### src/pin_override_cfg.svh
/*
 * Constants for the port C and port D override logic: pin positions,
 * reset values and the spike filter timing.
 * Assumes a single 25 MHz clock.
 */
`ifndef PIN_OVERRIDE_CFG_SVH
`define PIN_OVERRIDE_CFG_SVH

`define RESET_PIN 6
`define SCL_PIN 5
`define SDA_PIN 4
`define XCK_PIN 4
`define TIMER1_PIN 5
`define IRQ1_PIN 3
`define IRQ0_PIN 2
`define TXD_PIN 1
`define RXD_PIN 0
`define CLOCK_PERIOD_NS 40
`define SPIKE_NS 50
`define SPIKE_CYCLES ((`SPIKE_NS + `CLOCK_PERIOD_NS - 1) / `CLOCK_PERIOD_NS)
`define FILTER_IDLE 2'h3

`endif

### src/pin_override_pkg.sv
/*
 * Types for the port C and port D override logic.
 * Assumes nothing beyond the configuration header.
 */
package pin_override_pkg;

    typedef struct packed {
        logic [6:0] sync1_c;
        logic [6:0] sync2_c;
        logic [7:0] sync1_d;
        logic [7:0] sync2_d;
        logic [1:0] filt_level;
        logic [3:0] filt_cnt;
        logic [6:0] c_out;
        logic [6:0] c_oe;
        logic [6:0] c_pu;
        logic [6:0] c_ie;
        logic [7:0] d_out;
        logic [7:0] d_oe;
        logic [7:0] d_pu;
        logic [7:0] d_ie;
        logic [6:0] c_dir_rd;
        logic [6:0] c_out_rd;
        logic [6:0] c_pin_rd;
        logic [7:0] d_pin_rd;
        logic reset_level;
        logic slew;
        logic [5:0] adc_level;
        logic xck_in;
        logic t0_in;
        logic t1_in;
        logic irq0_in;
        logic irq1_in;
        logic rxd_in;
    } state_s;

endpackage

### src/pin_override.sv
/*
 * Alternate function override for port C and port D pads.
 * Assumes the port registers and peripherals sit on the same clock and
 * that the pad inputs are asynchronous.
 */
`timescale 1ns/1ns
`include "pin_override_cfg.svh"
module pin_override #(
    parameter int FILTER_CYCLES = `SPIKE_CYCLES
) (
    input wire logic clock,
    input wire logic rst,
    input wire logic [6:0] portc_output,
    input wire logic [6:0] portc_direction,
    input wire logic [7:0] portd_output,
    input wire logic [7:0] portd_direction,
    input wire logic global_pullup_disable,
    input wire logic input_sleep_disable,
    input wire logic reset_pin_disable_fuse,
    input wire logic two_wire_enable,
    input wire logic scl_line_out,
    input wire logic sda_line_out,
    input wire logic usart_sync_select,
    input wire logic usart_clock_out,
    input wire logic transmitter_enable,
    input wire logic transmit_data,
    input wire logic receiver_enable,
    input wire logic ext_irq0_enable,
    input wire logic ext_irq1_enable,
    input wire logic [6:0] portc_pad_in,
    input wire logic [7:0] portd_pad_in,
    output logic [6:0] portc_pad_out,
    output logic [6:0] portc_pad_oe,
    output logic [6:0] portc_pullup,
    output logic [7:0] portd_pad_out,
    output logic [7:0] portd_pad_oe,
    output logic [7:0] portd_pullup,
    output logic [7:0] portd_input_enable,
    output logic [6:0] portc_direction_read,
    output logic [6:0] portc_output_read,
    output logic [6:0] portc_pin_read,
    output logic [7:0] portd_pin_read,
    output logic reset_pin_level,
    output logic two_wire_scl_in,
    output logic two_wire_sda_in,
    output logic two_wire_slew_limit,
    output logic [5:0] adc_pin_level,
    output logic usart_ext_clock,
    output logic timer0_count_input,
    output logic timer1_count_input,
    output logic ext_irq0_input,
    output logic ext_irq1_input,
    output logic receive_data_in
);

    // The filter counter is two bits wide, so longer filters cannot be served.
    if (FILTER_CYCLES < 1 || FILTER_CYCLES > 3)
    begin : g_bad_filter
        $error("FILTER_CYCLES must lie between 1 and 3");
    end

    pin_override_pkg::state_s s;
    pin_override_pkg::state_s next_s;

    // ----------------------------------------------------------------
    // Override logic
    // ----------------------------------------------------------------
    always_comb
    begin
        logic [1:0] cnt;
        logic raw;
        cnt = 2'h0;
        raw = 1'b0;
        next_s = s;
        next_s.sync1_c = portc_pad_in;
        next_s.sync2_c = s.sync1_c;
        next_s.sync1_d = portd_pad_in;
        next_s.sync2_d = s.sync1_d;
        for (int i = 0; i < 7; i++)
        begin
            // Plain port behaviour; C3 to C0 never leave it.
            next_s.c_out[i] = portc_output[i];
            next_s.c_oe[i] = portc_direction[i];
            next_s.c_pu[i] = portc_output[i] & ~portc_direction[i] & ~global_pullup_disable;
            next_s.c_ie[i] = ~input_sleep_disable;
        end
        for (int i = 0; i < 8; i++)
        begin
            next_s.d_out[i] = portd_output[i];
            next_s.d_oe[i] = portd_direction[i];
            next_s.d_pu[i] = portd_output[i] & ~portd_direction[i] & ~global_pullup_disable;
            next_s.d_ie[i] = ~input_sleep_disable;
        end
        if (!reset_pin_disable_fuse)
        begin
            // Pin belongs to the reset circuit.
            next_s.c_out[`RESET_PIN] = 1'b0;
            next_s.c_oe[`RESET_PIN] = 1'b0;
            next_s.c_pu[`RESET_PIN] = 1'b1;
            next_s.c_ie[`RESET_PIN] = 1'b0;
        end
        if (two_wire_enable)
        begin
            // Open drain: a high line output pulls the pad low.
            next_s.c_out[`SCL_PIN] = 1'b0;
            next_s.c_out[`SDA_PIN] = 1'b0;
            next_s.c_oe[`SCL_PIN] = scl_line_out;
            next_s.c_oe[`SDA_PIN] = sda_line_out;
            next_s.c_pu[`SCL_PIN] = portc_output[`SCL_PIN] & ~global_pullup_disable;
            next_s.c_pu[`SDA_PIN] = portc_output[`SDA_PIN] & ~global_pullup_disable;
        end
        if (usart_sync_select)
            next_s.d_out[`XCK_PIN] = usart_clock_out;
        if (transmitter_enable)
        begin
            next_s.d_oe[`TXD_PIN] = 1'b1;
            next_s.d_out[`TXD_PIN] = transmit_data;
            next_s.d_pu[`TXD_PIN] = 1'b0;
        end
        if (receiver_enable)
        begin
            next_s.d_oe[`RXD_PIN] = 1'b0;
            next_s.d_pu[`RXD_PIN] = portd_output[`RXD_PIN] & ~global_pullup_disable;
        end
        // Interrupts must still see the pin while inputs sleep.
        if (ext_irq0_enable)
            next_s.d_ie[`IRQ0_PIN] = 1'b1;
        if (ext_irq1_enable)
            next_s.d_ie[`IRQ1_PIN] = 1'b1;

        // Spike filter: a level is taken only once it stood long enough.
        for (int k = 0; k < 2; k++)
        begin
            raw = s.sync2_c[`SDA_PIN + k];
            cnt = s.filt_cnt[2 * k +: 2];
            if (!two_wire_enable || FILTER_CYCLES == 1 || raw == s.filt_level[k])
            begin
                next_s.filt_level[k] = two_wire_enable ? raw : 1'b1;
                next_s.filt_cnt[2 * k +: 2] = 2'h0;
            end
            else if (32'(cnt) + 32'd1 >= FILTER_CYCLES)
            begin
                next_s.filt_level[k] = raw;
                next_s.filt_cnt[2 * k +: 2] = 2'h0;
            end
            else
                next_s.filt_cnt[2 * k +: 2] = cnt + 2'h1;
        end

        next_s.c_dir_rd = portc_direction;
        next_s.c_out_rd = portc_output;
        next_s.c_pin_rd = s.sync2_c & next_s.c_ie;
        if (!reset_pin_disable_fuse)
        begin
            next_s.c_dir_rd[`RESET_PIN] = 1'b0;
            next_s.c_out_rd[`RESET_PIN] = 1'b0;
            next_s.c_pin_rd[`RESET_PIN] = 1'b0;
        end
        next_s.d_pin_rd = s.sync2_d & next_s.d_ie;
        next_s.reset_level = s.sync2_c[`RESET_PIN] | reset_pin_disable_fuse;
        next_s.slew = two_wire_enable;
        next_s.adc_level = s.sync2_c[5:0];
        next_s.xck_in = s.sync2_d[`XCK_PIN];
        next_s.t0_in = s.sync2_d[`XCK_PIN];
        next_s.t1_in = s.sync2_d[`TIMER1_PIN];
        next_s.irq0_in = s.sync2_d[`IRQ0_PIN];
        next_s.irq1_in = s.sync2_d[`IRQ1_PIN];
        next_s.rxd_in = s.sync2_d[`RXD_PIN] | ~receiver_enable;
    end

    always_ff @(posedge clock)
    begin
        if (rst)
        begin
            s <= '0;
            s.filt_level <= `FILTER_IDLE;
        end
        else
            s <= next_s;
    end

    assign portc_pad_out = s.c_out;
    assign portc_pad_oe = s.c_oe;
    assign portc_pullup = s.c_pu;
    assign portd_pad_out = s.d_out;
    assign portd_pad_oe = s.d_oe;
    assign portd_pullup = s.d_pu;
    assign portd_input_enable = s.d_ie;
    assign portc_direction_read = s.c_dir_rd;
    assign portc_output_read = s.c_out_rd;
    assign portc_pin_read = s.c_pin_rd;
    assign portd_pin_read = s.d_pin_rd;
    assign reset_pin_level = s.reset_level;
    assign two_wire_scl_in = s.filt_level[1];
    assign two_wire_sda_in = s.filt_level[0];
    assign two_wire_slew_limit = s.slew;
    assign adc_pin_level = s.adc_level;
    assign usart_ext_clock = s.xck_in;
    assign timer0_count_input = s.t0_in;
    assign timer1_count_input = s.t1_in;
    assign ext_irq0_input = s.irq0_in;
    assign ext_irq1_input = s.irq1_in;
    assign receive_data_in = s.rxd_in;
endmodule

### config.mk
export PLATFORM = sky130hd
export DESIGN_NAME = pin_override
export DESIGN_NICKNAME = d
export VERILOG_FILES = /design/src/pin_override_pkg.sv /design/src/pin_override.sv
export VERILOG_INCLUDE_DIRS = /design/src
export SDC_FILE = /design/constraint.sdc
export NUM_CORES = 1
export LEC_CHECK = 0
export BUFFER_PORTS_ARGS = -buffer_cell sky130_fd_sc_hd__buf_2
export CORE_MARGIN = 2
export CORE_UTILIZATION = 40
export CTS_CLUSTER_DIAMETER = 100
export DETAILED_ROUTE_END_ITERATION = 8
export PLACE_DENSITY = 0.72
export SYNTH_ARGS = -nofsm -noshare
export SYNTH_HDL_FRONTEND = slang
export SYNTH_SLANG_ARGS = --single-unit
### constraint.sdc
create_clock -name clock -period 2.6 [get_ports clock]
set_input_delay 0.13 -clock clock [delete_from_list [all_inputs] [get_ports clock]]
set_output_delay 0.13 -clock clock [all_outputs]
set_load 0.1 [all_outputs]
==> out/results.md <==
| Metric | Reported |
|---|---|
| Syn_nets | 421 |
| CP cell instances | buf_2 |
| Family with the most delay on the worst path | buffers and inverters |
| Area share of the largest cell type after synthesis | 57.2% |
| Flop pwr share | 36.6% |
| Number of diodes added for antenna fixing | 0 |
| Total Neg Setup Slack | 0 ns |
| Slew at the pin closest to its max-slew limit | 0.691 ns |
| Number of setup violations in the final report | 0 |
| Leakage | 2.73 nW |
| Register bit total from synthesis | 116 |
| Number of detailed-routing iterations run before antenna repair | 4 |
| Boundary Pins | 158 |
| Starting density of the core | 41.3% |
| Final instance area | 5610 um2 |
| Share of power burned in combinational logic | 14.9% |
| Yosys warnings | 0 |
| Setup Skew | 0.00805 ns |
| Headroom to the max-slew limit | 54.0% |
| Total routing usage reported by global routing | 15.3% |
| Area delta synth->final | 38.2% |
| Inserted Clock Buffers | 17 |
| Clk sinks | 116 |
| Critical path fanouts, max | 6 |
| Netlist cell types | 27 |
| Clock latency on the worst-skew pair | 0.51 ns |
| Layout cell share with drive strength beyond 1 | 39.5% |
| Mean cell area of the mapped netlist | 11.3 um2 |
| Detailed Place HPWL | 4910 um |
| Number of hold violations in the final report | 0 |
| Async set-or-reset flop fraction in the synthesized netlist | 0% |
| Post-DR wirelength/cell | 12.2 um |
| Number of port buffers | 157 |
| Clock buffer depth | 2 |
| TritonCTS clock tree | yes |
| Final GP Congestion | 0.756 |
| Count of pins over their slew limit | 0 |
| Internal power consumption | 3.76 mW |
| Kind of start point of the critical path | register |
| Data arrival time of the worst path | 1.34 ns |
| Unrepaired setup endpoints after global routing | no |
| Via-per-instance ratio | 4.07 |
| Maximum vdd ir drop | 424 uV |
| Result of the run | complete, no violations |
| Post-synthesis sequential area ratio | 57.2% |
| Number of filler cells placed in the layout | 843 |
| Core Rows | 36 |
| Die ar. | 11,000 um2 |
| Power share of the clock group | 48.5% |
| EDFF count, synth | 0 |
| Instance count of the mapped netlist | 359 |
| Post-route ant nets | 0 |
| Maximum Capacitance Violations | 0 |
| Slowest cell on crit path | sky130_fd_sc_hd__buf_2 |
| Via count of the routed design | 2,654 |
| CTS Root Cell | sky130_fd_sc_hd__clkbuf_8 |
| Pwr/cell area | 915 nW/um2 |
| Worst Setup End Kind | primary output |
| Via count of the first global-routing pass | 2,684 |
| Final net count | 568 |
| Syn Std Cell Area | 4060 um2 |
| Cells taking the most area after synthesis | sky130_fd_sc_hd__dfxtp_1 57%, sky130_fd_sc_hd__buf_4 16%, sky130_fd_sc_hd__nor2b_1 8.9%, sky130_fd_sc_hd__and2_1 1.7%, sky130_fd_sc_hd__buf_6 1.7% |
| Area taken by multi-input logic gates | 955 um2 |
| Flip-flop cell with the highest count after synthesis | sky130_fd_sc_hd__dfxtp_1 |
| Post-route worst setup slack | 1.13 ns |
| Final worst path period need | 1.47 ns |
| Synth area leader | sky130_fd_sc_hd__dfxtp_1 |
| Chip Width | 105 um |
| Net Switching | 1.38 mW |
| Maximum number of pins on one net before global-route repair | 62 |
| Height of the chip | 105 um |
| Upper clock frequency limit | 682 MHz |
| Critical path data required time | 2.47 ns |
| Global-route wire length before repair | 12,800 um |
| Most common cell in the netlist | sky130_fd_sc_hd__dfxtp_1 |
| Path category of the worst min-delay check | in -> reg |
| Area of all sequential standard cells | 2320 um2 |
| Number of H-tree branching levels | 4 |
| Fraction of power spent switching nets | 26.8% |
| Kind of critical path | reg -> out |
| Buffers plus inverters on the worst setup path | 1 |
| Aggregate global routing overflow | 0 |
| Number of DRC markers in iteration 0 | 40 |
| Layout Utilization | 57.1% |
| DRC violation count after routing | 0 |
| Commonest cells post-synth | 116 x sky130_fd_sc_hd__dfxtp_1, 89 x sky130_fd_sc_hd__buf_4, 58 x sky130_fd_sc_hd__nor2b_1 |
| Wire length reported by the detailed router | 7970 um |
| Area of the placeable core | 9820 um2 |
| Instance area at placement | 4260 um2 |
| Clock transition at the register clock pins on the worst setup and hold paths after CTS | 0.05 ns |
| Biggest cell delay along the critical path | 0.45 ns |
| Post-route clock period utilization | 56.4% |
| Dpl ws | 1.27 ns |
| Antenna violations before repair | 0 |
| Resized Gates After CTS | 0 |
-- timing repair --
item                      4_1_cts  5_1_grt
hold endpoints to repair       77        0
buffers inserted                0        0
hold buffers                   70        0
-- cell families (layout without fill, tap and decap cells) --
family | Yosys count | after routing | synth area share, %
compound gates | 4 | 4 | 0.493
xor+xnor | 2 | 2 | 0.432
fa+ha+maj | 2 | 2 | 0.616
buf+inv | 106 | 266 | 19.3
flops | 116 | 116 | 57.2
mux | 4 | 4 | 0.986
simple gates | 125 | 125 | 21.0
-- state kept, by name, summed over array words and instances (netlist names), 7 cells and up --
| register | cells |
|---|---|
| portd_pullup | 8 |
| portd_pin_read | 8 |
| portc_pad_oe | 7 |
| portd_pad_oe | 8 |
| portc_pullup | 7 |
| next_s | 25 |
| s | 9 |
| portc_output_read | 7 |
| portd_pad_out | 8 |
| portc_pin_read | 7 |
-- power groups by stage --
stage                     logic [mW]  clock network (mW)  registers (mW)
after floorplan                0.607                   0            1.95
after global placement         0.683                   0            1.91
after detailed placement       0.688                   0            1.91
after CTS                      0.764                2.54            1.88
after global routing           0.796                2.63            1.89
final                          0.766                2.49            1.88
-- per-layer routing --
layer	up-vias	share of wire, %	wire length [um]	GRT usage, %
li1	1320	-	-	-
met4	0	1.7	133	6.57
met1	1227	39	3070	15.1
met5	-	0	0	0
met2	95	55	4360	28.8
met3	12	5.1	404	5.24
-- final cells by class --
| type | count | share of cell area (%) |
|---|---|---|
| sequential | 116 | 41.4 |
| timing repair buffer | 228 | 26.7 |
| multi-input combinational | 137 | 17.0 |
| clock buffer | 21 | 8.01 |
| clock inverter | 11 | 3.52 |
| tap | 133 | 2.97 |
| inverter | 6 | 0.402 |
-- cells in the final DEF, fill, tap and decap left out, drive strengths merged --
master,netlist,layout
clkinvlp,0,1
or3b,1,1
clkinv,0,3
inv,6,8
clkbuf,0,21
dlygate4sd3,0,70
xnor2,2,2
mux2i,4,4
nand2,6,6
and2b,4,4
nor4b,3,3
buf,100,158
nor3b,9,9
nand2b,4,4
and2,11,11
bufinv,0,5
nor2,11,11
and3b,2,2
ha,2,2
nor3,3,3
dfxtp,116,116
and3,5,5
nor2b,66,66
a21oi,4,4
-- worst paths after layout --
check,start,end,slack (ns),depth (start not counted)
worst max-delay path,portd_input_enable[1],portd_input_enable[0],1.13,1
worst min-delay path,rst,portd_pad_oe[0],0.16,2
worst max register to register,s[103],two_wire_sda_in,1.63,4
worst min register to register,next_s[127],next_s[8],0.43,1
-- metrics by stage --
step           hold slack [ns]  instances  power, mW
2_1_floorplan            0.201        359       2.56
3_3_place_gp             0.302        550       2.59
3_5_place_dp             0.307        550       2.60
4_1_cts                  0.146        652       5.18
5_1_grt                  0.164        652       5.31
6_report                 0.160        652       5.13
Note: power is estimated with default switching activity, not from simulation.
